--- src/timer_pkg.sv ---
// Shared constants and carrier types for the periodic down-counter timer
package timer_pkg;

  // ***********************************************************
  // Widths
  // ***********************************************************
  localparam int ADDR_W = 8;
  localparam int DATA_W = 16;
  localparam int PRE_W = 4;

  // ***********************************************************
  // Register byte offsets
  // ***********************************************************
  localparam logic [7:0] OFS_CONTROL_STATUS = 8'h00;
  localparam logic [7:0] OFS_MODULUS = 8'h04;
  localparam logic [7:0] OFS_COUNT_VALUE = 8'h08;
  localparam logic [7:0] OFS_IRQ_STATUS = 8'h0c;
  localparam logic [7:0] OFS_IRQ_MASK = 8'h10;

  // ***********************************************************
  // Field positions in the control/status register and interrupt status/mask registers
  // ***********************************************************
  localparam int BIT_ENABLE = 0;
  localparam int BIT_RELOAD = 1;
  localparam int BIT_FLAG = 2;
  localparam int BIT_IRQ_EN = 3;
  localparam int BIT_IMM_LOAD = 4;
  localparam int PRE_LSB = 8;
  localparam int PRE_MSB = 11;
  localparam int BIT_TIMEOUT_EVT = 0;

  // ***********************************************************
  // Values after reset and fixed count values
  // ***********************************************************
  localparam logic [15:0] MODULUS_RST = 16'hffff;
  localparam logic [15:0] COUNT_RST = 16'hffff;
  localparam logic [15:0] COUNT_ZERO = 16'h0000;
  localparam logic [15:0] COUNT_WRAP = 16'hffff;
  localparam logic [15:0] COUNT_STEP = 16'h0001;
  localparam logic [3:0] PRE_RST = 4'h0;
  localparam logic [15:0] READ_ZERO = 16'h0000;

  // ***********************************************************
  // Carrier types
  // ***********************************************************
  typedef struct packed {
    logic [7:0] addr;
    logic [15:0] wdata;
    logic wr;
    logic rd;
  } bus_req_type;

  typedef struct packed {
    logic [3:0] pre;
    logic imm_load;
    logic irq_en;
    logic reload;
    logic enable;
  } ctrl_type;

endpackage : timer_pkg

--- src/periodic_down_timer.sv ---
// Periodic down-counter timer with register port and timeout interrupt
`timescale 1ns/10ps

// Function
// - At zero, reload from modulus if reload set, else wrap to ffff.
// - Enable low holds counter and prescaler stopped; enable always writable.
// - Sixteen-bit read/write modulus register, resets to ffff.
// - With immediate load set, modulus write loads counter at once.
// - Prescaler cleared on every counter load and during reset.
// - Modulus read returns the latched modulus, not the count.
// - Count register is read-only; writes ignored but complete normally.
// - Reload mode: at zero set flag, load modulus, keep counting down.
// - Free mode: at zero set flag, wrap to ffff, keep counting.
// - Flag with interrupt enable raises interrupt; no enable, no request.
// - Flag cleared by writing one or writing modulus; zero no effect.
// - Reload mode period is divisor times (modulus plus one) clock cycles.
// - Without immediate load, modulus write waits for next zero.
module periodic_down_timer #(
  parameter int DATA_W = timer_pkg::DATA_W,
  parameter int PRE_W = timer_pkg::PRE_W
) (
  // Clock and reset
  input wire logic core_clk,
  input wire logic reset,
  // Register port
  input wire timer_pkg::bus_req_type bus_req,
  output logic [15:0] rd_data_q,
  // Interrupt request
  output logic irq_q
);

  // ***********************************************************
  // Elaboration checks
  // ***********************************************************
  if (DATA_W != 16)
    $error("periodic_down_timer: data width must be 16");
  if (PRE_W != 4)
    $error("periodic_down_timer: prescale field must be 4 bits");

  // ***********************************************************
  // State
  // ***********************************************************
  timer_pkg::ctrl_type ctrl_q;
  timer_pkg::ctrl_type ctrl_d;
  logic [15:0] modulus_q;
  logic [15:0] modulus_d;
  logic [15:0] count_q;
  logic [15:0] count_d;
  logic flag_q;
  logic flag_d;
  logic [15:0] rd_data_d;
  logic irq_d;

  // ***********************************************************
  // Address decode
  // ***********************************************************
  logic sel_ctrl;
  logic sel_mod;
  logic sel_cnt;
  logic sel_ist;
  logic sel_imsk;
  logic wr_ctrl;
  logic wr_mod;
  logic wr_cnt;
  logic wr_ist;
  logic wr_imsk;
  logic rd_any;

  // Full byte address compare; other offsets read as zero
  assign sel_ctrl = bus_req.addr == timer_pkg::OFS_CONTROL_STATUS;
  assign sel_mod = bus_req.addr == timer_pkg::OFS_MODULUS;
  assign sel_cnt = bus_req.addr == timer_pkg::OFS_COUNT_VALUE;
  assign sel_ist = bus_req.addr == timer_pkg::OFS_IRQ_STATUS;
  assign sel_imsk = bus_req.addr == timer_pkg::OFS_IRQ_MASK;
  assign wr_ctrl = bus_req.wr & sel_ctrl;
  assign wr_mod = bus_req.wr & sel_mod;
  assign wr_cnt = bus_req.wr & sel_cnt;
  assign wr_ist = bus_req.wr & sel_ist;
  assign wr_imsk = bus_req.wr & sel_imsk;
  assign rd_any = bus_req.rd;

  // ***********************************************************
  // Control fields
  // ***********************************************************
  logic [15:0] wd;
  logic mask_wr_val;

  assign wd = bus_req.wdata;
  assign mask_wr_val = wd[timer_pkg::BIT_TIMEOUT_EVT];

  // The mask register aliases the interrupt enable bit
  always_comb
  begin
    ctrl_d = ctrl_q;
    if (wr_ctrl)
    begin
      ctrl_d.enable = wd[timer_pkg::BIT_ENABLE];
      ctrl_d.reload = wd[timer_pkg::BIT_RELOAD];
      ctrl_d.irq_en = wd[timer_pkg::BIT_IRQ_EN];
      ctrl_d.imm_load = wd[timer_pkg::BIT_IMM_LOAD];
      ctrl_d.pre = wd[timer_pkg::PRE_MSB:timer_pkg::PRE_LSB];
    end
    else if (wr_imsk)
    begin
      ctrl_d.irq_en = mask_wr_val;
    end
  end

  // Control register
  always_ff @(posedge core_clk or posedge reset)
  begin
    if (reset)
    begin
      ctrl_q <= '0;
    end
    else
    begin
      ctrl_q <= ctrl_d;
    end
  end

  // ***********************************************************
  // Modulus latch
  // ***********************************************************
  // Every write updates the latch, with or without immediate load
  assign modulus_d = wr_mod ? wd : modulus_q;

  always_ff @(posedge core_clk or posedge reset)
  begin
    if (reset)
    begin
      modulus_q <= timer_pkg::MODULUS_RST;
    end
    else
    begin
      modulus_q <= modulus_d;
    end
  end

  // ***********************************************************
  // Prescaler
  // ***********************************************************
  logic tick;
  logic zero_hit;
  logic imm_load;
  logic pre_clear;

  // Immediate load only when the mode bit is already set
  assign imm_load = wr_mod & ctrl_q.imm_load;
  assign zero_hit = tick & (count_q == timer_pkg::COUNT_ZERO);
  // Any counter load restarts the prescaler period
  assign pre_clear = imm_load | zero_hit;

  prescale_divider #(
    .CNT_W(16),
    .SEL_W(PRE_W)
  ) u_prescale (
    .core_clk(core_clk),
    .reset(reset),
    .run(ctrl_q.enable),
    .clear(pre_clear),
    .sel(ctrl_q.pre),
    .tick(tick)
  );

  // ***********************************************************
  // Down-counter
  // ***********************************************************
  logic [15:0] zero_next;
  logic [15:0] dec_val;

  // Reload from the latch or wrap without touching it
  assign zero_next = ctrl_q.reload ? modulus_q :
                     timer_pkg::COUNT_WRAP;
  assign dec_val = count_q - timer_pkg::COUNT_STEP;

  // Immediate load outranks a tick in the same cycle
  always_comb
  begin
    count_d = count_q;
    if (imm_load)
    begin
      count_d = wd;
    end
    else if (zero_hit)
    begin
      count_d = zero_next;
    end
    else if (tick)
    begin
      count_d = dec_val;
    end
  end

  // Count register; writes to its offset are dropped
  always_ff @(posedge core_clk or posedge reset)
  begin
    if (reset)
    begin
      count_q <= timer_pkg::COUNT_RST;
    end
    else
    begin
      count_q <= count_d;
    end
  end

  // ***********************************************************
  // Timeout flag
  // ***********************************************************
  logic flag_clr;

  // A zero crossing in the clearing cycle still sets the flag
  assign flag_clr = (wr_ctrl & wd[timer_pkg::BIT_FLAG]) |
                    (wr_ist & wd[timer_pkg::BIT_TIMEOUT_EVT]) |
                    wr_mod;
  assign flag_d = zero_hit | (flag_q & ~flag_clr);

  always_ff @(posedge core_clk or posedge reset)
  begin
    if (reset)
    begin
      flag_q <= 1'b0;
    end
    else
    begin
      flag_q <= flag_d;
    end
  end

  // ***********************************************************
  // Read data and interrupt
  // ***********************************************************
  logic [15:0] ctrl_rd;
  logic [15:0] sel_rd;

  // Reserved bits read back as zero
  assign ctrl_rd = {4'h0, ctrl_q.pre, 3'h0, ctrl_q.imm_load,
                    ctrl_q.irq_en, flag_q, ctrl_q.reload, ctrl_q.enable};
  assign sel_rd = sel_ctrl ? ctrl_rd :
                  sel_mod ? modulus_q :
                  sel_cnt ? count_q :
                  sel_ist ? {15'h0000, flag_q} :
                  sel_imsk ? {15'h0000, ctrl_q.irq_en} :
                  timer_pkg::READ_ZERO;
  // Data stand only in the cycle after the strobe
  assign rd_data_d = rd_any ? sel_rd : timer_pkg::READ_ZERO;
  assign irq_d = flag_q & ctrl_q.irq_en;

  // Registered outputs
  always_ff @(posedge core_clk or posedge reset)
  begin
    if (reset)
    begin
      rd_data_q <= timer_pkg::READ_ZERO;
      irq_q <= 1'b0;
    end
    else
    begin
      rd_data_q <= rd_data_d;
      irq_q <= irq_d;
    end
  end
endmodule : periodic_down_timer

--- src/prescale_divider.sv ---
// Power-of-two prescaler giving a one-cycle enable pulse
`timescale 1ns/10ps

module prescale_divider #(
  parameter int CNT_W = 16,
  parameter int SEL_W = 4
) (
  // Clock and reset
  input wire logic core_clk,
  input wire logic reset,
  // Control
  input wire logic run,
  input wire logic clear,
  input wire logic [SEL_W-1:0] sel,
  // Divided enable pulse
  output logic tick
);

  // ***********************************************************
  // Divider state
  // ***********************************************************
  logic [CNT_W-1:0] cnt_q;
  logic [CNT_W-1:0] cnt_d;
  logic [CNT_W-1:0] mask;

  if (CNT_W < (1 << SEL_W) - 1)
    $error("prescale_divider: counter too narrow for select range");

  // Low sel bits all ones marks the last cycle of a 2^sel period
  assign mask = CNT_W'((1 << sel) - 1);
  assign tick = run & ((cnt_q & mask) == mask);
  assign cnt_d = clear ? '0 : (run ? cnt_q + CNT_W'(1) : cnt_q);

  // Count held while stopped, zeroed on every counter load
  always_ff @(posedge core_clk or posedge reset)
  begin
    if (reset)
    begin
      cnt_q <= '0;
    end
    else
    begin
      cnt_q <= cnt_d;
    end
  end
endmodule : prescale_divider

--- config.mk ---
export PLATFORM = sky130hd
export DESIGN_NAME = periodic_down_timer
export DESIGN_NICKNAME = d
export VERILOG_FILES = /design/src/timer_pkg.sv /design/src/periodic_down_timer.sv /design/src/prescale_divider.sv
export SDC_FILE = /design/constraint.sdc
export NUM_CORES = 1
export LEC_CHECK = 0
export ABC_AREA = 0
export BUFFER_PORTS_ARGS = -buffer_cell sky130_fd_sc_hd__buf_4
export CORE_MARGIN = 2
export CORE_UTILIZATION = 25
export DETAILED_ROUTE_END_ITERATION = 8
export GPL_TIMING_DRIVEN = 0
export PLACE_DENSITY = 0.5
export SYNTH_ARGS = -nofsm -noshare
export SYNTH_HDL_FRONTEND = slang
export SYNTH_SLANG_ARGS = --single-unit
--- constraint.sdc ---
create_clock -name core_clk -period 4.3 [get_ports core_clk]
set_input_delay 1.075 -clock core_clk [delete_from_list [all_inputs] [get_ports core_clk]]
set_output_delay 1.075 -clock core_clk [all_outputs]
set_load 0.05 [all_outputs]
==> results.txt, run 1 <==
----------------------------------------------------
[Synthesis]
  Post-synth top area cell ... sky130_fd_sc_hd__dfrtp_1
  Most used flip-flop cell after synthesis ... sky130_fd_sc_hd__dfrtp_1
  Average cell area after synthesis ... 9.35 sq um
  Synth Instances ... 461
  Distinct cell type count of the synthesized netlist ... 62
  Share of synthesized flip-flops with an asynchronous set or reset ... 100%
  Number of synthesized flops with an enable pin ... 0
  Area share of the leading cell type in the synthesized netlist ... 23.8%
  Share of synthesized area occupied by flip-flops and latches ... 43.3%
  Synth top area cells ... sky130_fd_sc_hd__dfrtp_1 24%, sky130_fd_sc_hd__dfstp_2 20%, sky130_fd_sc_hd__mux2_2 5.7%, sky130_fd_sc_hd__nor2_1 4.8%, sky130_fd_sc_hd__nand2_1 3.2%
  Cell area after synthesis ... 4310 sq um
  Synthesis-stage register bit count ... 73
  Mapped Nets ... 493
  Number of warnings reported in the yosys synthesis log ... 0

[Finish]
  Commonest cells after routing, fill and taps aside ... 55 x sky130_fd_sc_hd__nor2_1, 44 x sky130_fd_sc_hd__buf_4, 41 x sky130_fd_sc_hd__dfrtp_1
  Sequential standard cell area ... 1870 sq um
  Ratio of cells with drive above 1 in the final layout ... 27.6%
  Area of the multi-input gates ... 2240 sq um
  Count of nets after finishing ... 548
  Final antenna diode count ... 0
  Most common cell after layout, fill and taps aside ... sky130_fd_sc_hd__nor2_1
  Fill cell count ... 1813
  Relative area change from synthesis to final layout ... 22.6%

[Clock network]
  Number of buffers created by CTS ... 9
  Deepest clock path buffer count ... 2
  CTS H-tree depth ... 3
  Clock Root Buffer ... sky130_fd_sc_hd__clkbuf_16
  Sinks on Clock Net ... 73
  Post-CTS setup buffer count ... 0
  Hold-fix buffers, CTS ... 0
  Clk Latency, worst-skew pair ... 350 ps
  Post-CTS clock slew at the launch and capture registers of the worst setup and hold paths ... 60 ps
  Number of gates given a new drive strength after cts ... 0
  TritonCTS clock tree ... yes

[Routing]
  Total routed wirelength ... 12.4 mm
  Number of nets with antenna violations after routing ... 0
  Initial DRT Pass Iterations ... 5
  1st-iter DRT viols ... 204
  # DRC ... 0
  Routed WL per cell ... 16.6 microns
  DR vias/cell ... 4.95
  Routed vias ... 3693

[Floorplan]
  Core region area ... 17100 sq um
  Die width ... 135 microns
  Height of the die ... 135 microns
  Area of the die ... 18300 sq um
  Io pins ... 45
  Row count ... 48
  Starting Density ... 25.3%

[Global route]
  Overall Global Routing Usage ... 14.5%
  Number of antenna violations at the first check in global routing ... 0
  Number of global-route vias before repair ... 3831
  Wire length of the first global-routing pass ... 20.4 mm
  Gr ovfl total ... 0
  Pin count of the biggest net entering global routing ... 45

[Setup path]
  Reg-to-reg setup timing slack ... 900 ps
  Critical path capture point type ... register
  Data required time of the critical path ... 4580 ps
  Signal arrival time at the worst endpoint ... 3680 ps
  Startpoint kind of the worst setup timing path ... register
  Maximum net fanout on the critical path ... 10
  Worst setup path class ... register to register

[Timing]
  Final worst setup slack ... 902 ps
  Final worst hold slack ... 526 ps
  Post-layout min period ... 3400 ps
  Transition time at the pin with the least slew margin ... 1070 ps
  Final Slew Violations ... 0
  Worst slew margin relative to its limit ... 28.3%
  RSZ-0062 raised after global routing ... no
  Setup_tns ... 0 ps
  Final Hold Viols ... 0
  Final-report setup violation count ... 0
  Final period util ... 79.0%
  Final setup skew ... 7.26 ps
  Maximum operating frequency ... 294 MHz

[Status]
  Run status ... complete, no violations

[Placed design]
  Final GP Congestion ... 0.885
  Port bufs ... 43
  Place WS ... 590 ps
  Detailed placer's ending HPWL ... 9.07 mm

[Pwr]
  Power Density ... 418 nW/um^2
  Cell-internal power ... 1.54 mW
  Power share of the clock group ... 38.4%
  Portion of total power attributed to combinational logic ... 21.0%
  Reported net switching power ... 0.667 mW
  Switching part of the total ... 30.2%
  Total power ... 2.21 mW
  Worst IR drop on VDD ... 184 uV
  Leak pwr ... 2.17 nW
  Sequential cell fraction of total power ... 40.6%

[Hold path]
  Hold crit path type ... register to register

[Flow run]
  Number of max-cap violations ... 0

----------------------------------------------------
[cell families (layout without fill, tap and decap cells)]
family                     count (synthesis)  after routing  synth area share (%)
AOI/OAI and AO/OA                         86             86                  13.9
adders and majority gates                  4              4                  1.16
DFF                                       73             73                  43.3
and+or+nand+nor                          200            200                  23.9
xor gates and xnor gates                  22             22                  4.47
buffers and inverters                     42            102                  4.76
muxes                                     34             34                  8.53
[state kept, by name (all words and copies together) (netlist names)]
name / count
u_prescale.cnt_q: 15
flag_q: 1
modulus_q: 16
ctrl_q: 8
rd_data_q: 16
irq_q: 1
count_q: 16
[metrics by stage]
stage	utilization (%)	instance area, sq um	std cells
floorplan	-	4310	461
global placement	28.8	4910	729
detailed placement	29.0	4940	730
CTS	31.0	5290	746
global route	31.0	5290	746
finish	31.0	5290	746
[power by group through the flow]
stage,Sequential [mW],Clock (mW),Combinational (mW)
after floorplan,0.875,0,0.338
after global placement,0.906,0,0.452
after detailed placement,0.907,0,0.463
after CTS,0.896,0.871,0.465
after global routing,0.911,0.903,0.517
final,0.897,0.848,0.463
[cell usage after synthesis, drive strengths merged, types with 5 or more instances]
cell / instances
a21oi: 21
dfstp: 32
a31oi: 8
nand2: 38
mux2: 22
o21ai: 11
a22oi: 7
clkbuf: 20
nor4: 8
nor2: 64
inv: 10
o211ai: 11
xor2: 11
o311ai: 5
nor2b: 6
mux2i: 12
nand4: 13
nand3: 19
or3: 5
nor3: 22
buf: 12
xnor2: 11
dfrtp: 41
[final cells by class]
class	count	area share, %
tap	225	5.33
clock inverter	4	1.40
clock buffer	12	5.04
buffer	32	3.17
inverter	10	0.758
sequential	73	35.3
multi-input combinational	346	42.4
timing repair buffer	44	6.63
[critical path, cell delays in order, from the launching register on]
cell and delay, ps:
sky130_fd_sc_hd__dfrtp_1 460, sky130_fd_sc_hd__buf_6 180, sky130_fd_sc_hd__or2_0 210, sky130_fd_sc_hd__or3_1 320, sky130_fd_sc_hd__ha_1 190, sky130_fd_sc_hd__buf_2 170
sky130_fd_sc_hd__nand3b_1 100, sky130_fd_sc_hd__a31oi_1 100, sky130_fd_sc_hd__nor4_1 920, sky130_fd_sc_hd__buf_2 410, sky130_fd_sc_hd__nand3_1 100, sky130_fd_sc_hd__a31oi_1 170
[final timing paths]
| path | depth (start not counted) | endpoint | from |
|---|---|---|---|
| max in group asynchronous | 3 | modulus_q[6] | reset |
| max | 11 | count_q[10] | ctrl_q[7] |
| min reg2reg | 2 | count_q[11] | count_q[11] |
| min | 2 | count_q[11] | count_q[11] |
| max reg2reg | 11 | count_q[10] | ctrl_q[7] |
| min in group asynchronous | 2 | ctrl_q[2] | reset |
[routing by layer]
layer | vias up | GRT usage, % | share of wire, %
met3 | 20 | 3.67 | 4.7
met2 | 83 | 25.4 | 50
met1 | 1804 | 17.3 | 43
met4 | 0 | 5.21 | 2.1
li1 | 1786 | - | -
met5 | - | 0 | 0
Note: power is estimated with default switching activity, not from simulation.
==> run 2, diff against run 1 <==
clock period = 3.25 ns   (was 4.3 ns; I/O delays follow)
==> results.txt, run 2 (same netlist as run 1, synthesis figures left out) <==
----------------------------------------------------
[Clock network]
  Deepest clock path buffer count ... 2 (unchanged)
  Clk Latency, worst-skew pair ... 350 ps (about the same)
  Clock Root Buffer ... sky130_fd_sc_hd__clkbuf_16
  CTS H-tree depth ... 3 (unchanged)
  Post-CTS clock slew at the launch and capture registers of the worst setup and hold paths ... 50 ps (about the same)
  TritonCTS clock tree ... yes
  Sinks on Clock Net ... 73 (unchanged)
  Number of buffers created by CTS ... 9 (unchanged)

[Placed design]
  Placement-stage cell area ... 4940 sq um (unchanged)
  Port bufs ... 43 (unchanged)
  Detailed placer's ending HPWL ... 9.07 mm (unchanged)
  Place WS ... -198 ps (-788 ps)
  Final GP Congestion ... 0.885 (unchanged)

[Routing]
  Total routed wirelength ... 12.5 mm (+0.98%)
  Initial DRT Pass Iterations ... 5 (unchanged)
  DR vias/cell ... 4.94 (-0.13%)
  Routed vias ... 3713 (+0.54%)
  Number of nets with antenna violations after routing ... 0 (unchanged)
  Routed WL per cell ... 16.6 microns (+0.31%)
  # DRC ... 0 (unchanged)
  1st-iter DRT viols ... 208 (+2.0%)

[Floorplan]
  Area of the die ... 18300 sq um (unchanged)
  Height of the die ... 135 microns (unchanged)
  Die width ... 135 microns (unchanged)
  Core region area ... 17100 sq um (unchanged)
  Starting Density ... 25.3% (unchanged)
  Row count ... 48 (unchanged)
  Io pins ... 45 (unchanged)

[Pwr]
  Worst IR drop on VDD ... 243 uV (+32%)
  Leak pwr ... 2.22 nW (+2.3%)
  Total power ... 2.94 mW (+33%)
  Power Density ... 547 nW/um^2 (+31%)

[Timing]
  Maximum operating frequency ... 327 MHz (+11%)
  Final period util ... 94.0% (+15 points)
  Transition time at the pin with the least slew margin ... 895 ps (-170 ps)
  Final setup skew ... 6.84 ps (-0.414 ps)
  Final-report setup violation count ... 0 (unchanged)
  Setup_tns ... 0 ps (unchanged)
  Worst slew margin relative to its limit ... 40.0% (+12 points)
  Post-layout min period ... 3050 ps (-345 ps)
  RSZ-0062 raised after global routing ... no
  Final worst setup slack ... 196 ps (-705 ps)
  Final Slew Violations ... 0 (unchanged)
  Final Hold Viols ... 0 (unchanged)

[Global route]
  Gr ovfl total ... 0 (unchanged)
  Number of global-route vias before repair ... 3834 (+0.078%)
  Wire length of the first global-routing pass ... 20.5 mm (+0.20%)
  Pin count of the biggest net entering global routing ... 45 (unchanged)
  Number of antenna violations at the first check in global routing ... 0 (unchanged)
  Overall Global Routing Usage ... 14.5% (+0.024 points)

[Finish]
  Ratio of cells with drive above 1 in the final layout ... 29.7% (+2.0 points)
  Most common cell after layout, fill and taps aside ... sky130_fd_sc_hd__nor2_1
  Area of the multi-input gates ... 2270 sq um (+1.5%)
  Relative area change from synthesis to final layout ... 24.7%
  Share of the core filled with cells ... 31.5% (+0.52 points)
  Final Instance Area ... 5370 sq um (+1.7%)
  Commonest cells after routing, fill and taps aside ... 55 x sky130_fd_sc_hd__nor2_1, 46 x sky130_fd_sc_hd__buf_4, 40 x sky130_fd_sc_hd__dfrtp_1
  Count of nets after finishing ... 553 (+0.91%)
  Final antenna diode count ... 0 (unchanged)
  Fill cell count ... 1804 (-0.50%)
  Regs by FF count ... count_q: 16 flops, modulus_q: 16 flops, rd_data_q: 16 flops
  Sequential standard cell area ... 1870 sq um (about the same)

[Setup path]
  Cell with the biggest individual delay on the critical path ... sky130_fd_sc_hd__or4_4
  Critical path capture point type ... register
  Maximum net fanout on the critical path ... 10 (unchanged)
  Startpoint kind of the worst setup timing path ... register
  Worst setup path class ... register to register
  Most Frequent Cell on Critical Path ... sky130_fd_sc_hd__buf_6
  R2r startpoint ... ctrl_q[6]
  Reg-to-reg endpoint ... u_prescale.cnt_q[2]
  Cell family with the largest share of critical-path delay ... simple AND/OR/NAND/NOR gates
  Signal arrival time at the worst endpoint ... 3290 ps (-390 ps)
  Delay of the slowest cell on the worst path ... 550 ps (-370 ps)
  Register-to-Register Path Depth ... 13 (+2)
  Data required time of the critical path ... 3480 ps (-1100 ps)
  Cell chain of the critical path ... buf_6 -> or2_0 -> or3_1 -> ha_1 -> buf_2 -> nand3b_1 -> a31oi_2 -> or4_4 -> buf_6 -> o31ai_4 -> buf_6 -> buf_6 -> nor2_2
  CP Buf/Inv Count ... 5 (+2)
  Reg-to-reg setup timing slack ... 200 ps (-710 ps)

[Status]
  Run status ... complete, no violations

[Flow run]
  Number of max-cap violations ... 0 (unchanged)

[Hold path]
  Hold crit path type ... input port to async pin

----------------------------------------------------
run 2: cell count changes in the layout (fill, tap and decap cells not counted), sizes merged:
cell,before,now
buf,56,61
run 2: through the flow:
stage / instances / hold WS, ps
final: 751 / 462
after global routing: 751 / 488
after CTS: 746 / 468
after detailed placement: 730 / 516
after global placement: 729 / 514
after floorplan: 461 / 482
run 2: cell type report:
cell class	instances	share of cell area (%)
Inverter	10	0.745
Timing Repair Buffer	49	7.43
Clock buffer	12	4.96
Sequential cell	73	34.8
Multi-Input combinational cell	346	42.3
Buffer	32	3.24
Clock inverter	4	1.37
Tap cell	225	5.24
run 2: layer usage:
| metal | share of wire, % | GRT usage, % |
|---|---|---|
| met1 | 43 | 17.3 |
| met2 | 51 | 25.4 |
| met3 | 4.6 | 3.67 |
| met4 | 1.2 | 5.21 |
| met5 | 0 | 0 |
run 2: power by group:
group	internal, mW	switching, mW
registers	1.05	0.140
clock network	0.734	0.387
logic	0.269	0.362
run 2: worst max-delay path by stage:
stage	to	cells past startpoint	start	slack, ps
finish	u_prescale.cnt_q[2]	13	ctrl_q[6]	200
global route	u_prescale.cnt_q[13]	13	ctrl_q[6]	20
CTS	u_prescale.cnt_q[2]	12	ctrl_q[7]	8
detailed placement	modulus_q[0]	6	bus_req[19]	-200
global placement	rd_data_q[7]	2	reset	-390
floorplan	u_prescale.cnt_q[0]	12	ctrl_q[7]	310
run 2: repair_timing:
| item | CTS | global route |
|---|---|---|
| setup endpoints to repair | 21 | 38 |
| gates resized for setup | 2 | 16 |
| hold buffers | 0 | 0 |
| pin swaps | 1 | 1 |
| gates cloned | 0 | 1 |
| buffers inserted | 0 | 4 |
| hold endpoints to repair | 0 | 0 |
==> run 3, diff against run 2 <==
ABC_AREA = default   (was 0)
CELL_PAD_IN_SITES_DETAIL_PLACEMENT = 1   (was default)
CELL_PAD_IN_SITES_GLOBAL_PLACEMENT = 2   (was default)
PLACE_DENSITY = 0.6   (was 0.5)
==> results.txt, run 3 (same netlist as run 1, synthesis figures left out) <==
----------------------------------------------------
[Routing]
  Number of nets with antenna violations after routing ... 0 (unchanged)
  Initial DRT Pass Iterations ... 4 (-1)
  Routed WL per cell ... 19.9 microns (+20%)
  # DRC ... 0 (unchanged)
  Routed vias ... 3764 (+1.4%)
  1st-iter DRT viols ... 131 (-37%)
  DR vias/cell ... 5.02 (+1.5%)
  Total routed wirelength ... 14.9 mm (+19%)

[Timing]
  Final setup skew ... 7.30 ps (+0.457 ps)
  Transition time at the pin with the least slew margin ... 962 ps (+67.1 ps)
  Post-layout min period ... 3100 ps (+45.1 ps)
  Final period util ... 95.4% (+1.4 points)
  Final-report setup violation count ... 0 (unchanged)
  Final Hold Viols ... 0 (unchanged)
  Worst slew margin relative to its limit ... 35.5% (-4.5 points)
  Final Slew Violations ... 0 (unchanged)
  Final worst setup slack ... 151 ps (-45.1 ps)
  Maximum operating frequency ... 323 MHz (-1.5%)

[Clock network]
  Sinks on Clock Net ... 73 (unchanged)
  Number of buffers created by CTS ... 9 (unchanged)
  Clk Latency, worst-skew pair ... 350 ps (about the same)
  CTS H-tree depth ... 3 (unchanged)
  Hold-fix buffers, CTS ... 0 (unchanged)
  Clock Root Buffer ... sky130_fd_sc_hd__clkbuf_16
  Post-CTS clock slew at the launch and capture registers of the worst setup and hold paths ... 60 ps (about the same)
  Deepest clock path buffer count ... 2 (unchanged)
  TritonCTS clock tree ... yes

[Setup path]
  Worst setup path class ... register to register
  Critical path capture point type ... register
  Signal arrival time at the worst endpoint ... 3340 ps (+50 ps)
  Startpoint kind of the worst setup timing path ... register
  Cell family with the largest share of critical-path delay ... simple AND/OR/NAND/NOR gates
  Cell chain of the critical path ... buf_6 -> or2_0 -> or3_1 -> ha_2 -> o21ai_0 -> a221o_1 -> nor4_4 -> nand2_2 -> o31ai_4 -> buf_6 -> clkbuf_4 -> nor2_2
  Delay of the slowest cell on the worst path ... 390 ps (-160 ps)
  Most Frequent Cell on Critical Path ... sky130_fd_sc_hd__buf_6
  Cell with the biggest individual delay on the critical path ... sky130_fd_sc_hd__dfrtp_1
  CP Buf/Inv Count ... 3 (-2)
  Data required time of the critical path ... 3490 ps (about the same)
  Maximum net fanout on the critical path ... 10 (unchanged)

[Finish]
  Count of nets after finishing ... 552 (-0.18%)
  Relative area change from synthesis to final layout ... 25.0%
  Most common cell after layout, fill and taps aside ... sky130_fd_sc_hd__nor2_1
  Fill cell count ... 2014 (+12%)
  Final antenna diode count ... 0 (unchanged)
  Commonest cells after routing, fill and taps aside ... 55 x sky130_fd_sc_hd__nor2_1, 46 x sky130_fd_sc_hd__buf_4, 40 x sky130_fd_sc_hd__dfrtp_1
  Regs by FF count ... count_q: 16 flops, modulus_q: 16 flops, rd_data_q: 16 flops
  Ratio of cells with drive above 1 in the final layout ... 29.7% (+0.056 points)

[Placed design]
  Final GP Congestion ... 0.776 (-12%)
  Place WS ... -478 ps (-281 ps)
  Detailed placer's ending HPWL ... 10.5 mm (+15%)
  Port bufs ... 43 (unchanged)

[Floorplan]
  Core region area ... 17100 sq um (unchanged)
  Area of the die ... 18300 sq um (unchanged)
  Row count ... 48 (unchanged)
  Io pins ... 45 (unchanged)
  Starting Density ... 25.3% (unchanged)
  Height of the die ... 135 microns (unchanged)
  Die width ... 135 microns (unchanged)

[Pwr]
  Worst IR drop on VDD ... 255 uV (+5.0%)
  Power Density ... 567 nW/um^2 (+3.8%)
  Total power ... 3.06 mW (+4.0%)
  Cell-internal power ... 2.09 mW (+2.1%)
  Reported net switching power ... 0.963 mW (+8.4%)
  Power share of the clock group ... 39.1% (+0.9 points)
  Sequential cell fraction of total power ... 39.1% (-1.3 points)
  Switching part of the total ... 31.5% (+1.3 points)
  Leak pwr ... 2.21 nW (-0.33%)
  Portion of total power attributed to combinational logic ... 21.8% (+0.3 points)

[Global route]
  Number of antenna violations at the first check in global routing ... 0 (unchanged)
  Overall Global Routing Usage ... 17.0% (+2.5 points)
  Wire length of the first global-routing pass ... 23.5 mm (+15%)
  Gr ovfl total ... 0 (unchanged)
  Number of global-route vias before repair ... 4025 (+5.0%)
  Pin count of the biggest net entering global routing ... 38 (-16%)

[Flow run]
  Number of max-cap violations ... 0 (unchanged)

[Status]
  Run status ... complete, no violations

[Hold path]
  Hold crit path type ... input port to async pin

----------------------------------------------------
==> run 3: cell type report <==
class,instances,area [sq um],share of cell area (%)
flip-flops and latches,73,1870,34.7
well taps,225,282,5.23
clock buffers,12,246,4.58
plain buffers,31,173,3.20
inverters,10,40.0,0.743
multi-input cells,346,2300,42.6
clock inverters,4,98.8,1.83
repair buffers,49,384,7.13
==> run 3: metal layers <==
metal,up-vias,wire (microns),share of wire [%],GRT usage (%)
li1,1788,-,-,-
met1,1889,7070,47,22.9
met2,69,6910,46,26.9
met3,18,599,4.0,2.99
met4,0,318,2.1,7.29
met5,-,0,0,0
==> run 3: worst paths after layout <==
path                            from              endpoint  slack (ps)  cells past startpoint
max                        ctrl_q[6]  u_prescale.cnt_q[12]         150                     12
min                            reset             ctrl_q[2]         510                      2
max reg2reg                ctrl_q[6]  u_prescale.cnt_q[12]         150                     12
min reg2reg                ctrl_q[3]             ctrl_q[3]         540                      1
max in group asynchronous      reset         modulus_q[13]        2090                      3
min in group core_clk      ctrl_q[3]             ctrl_q[3]         540                      1
==> run 3: repair_timing <==
action	in CTS	in global routing
endpoints found under the setup margin	36	29
cloned	0	1
pin swaps	1	3
gates resized for setup	3	18
buffers inserted	1	3
==> run 3: power groups by stage <==
| stage | clock network [mW] | registers (mW) | logic (mW) |
|---|---|---|---|
| 2_1_floorplan | 0 | 1.16 | 0.447 |
| 3_3_place_gp | 0 | 1.21 | 0.623 |
| 3_5_place_dp | 0 | 1.21 | 0.640 |
| 4_1_cts | 1.24 | 1.20 | 0.651 |
| 5_1_grt | 1.28 | 1.21 | 0.733 |
| 6_report | 1.20 | 1.20 | 0.665 |
==> run 3: stage by stage <==
| stage | utilization, % | TNS [ps] | cells | area [sq um] | hold slack (ps) |
|---|---|---|---|---|---|
| after floorplan | - | 0 | 461 | 4310 | 482 |
| after detailed placement | 28.9 | -10090 | 730 | 4940 | 536 |
| final | 31.6 | 0 | 750 | 5390 | 509 |
| after CTS | 31.1 | -36.8 | 747 | 5300 | 530 |
| after global routing | 31.6 | -8.74 | 750 | 5390 | 552 |
| after global placement | 28.8 | -36420 | 729 | 4910 | 537 |
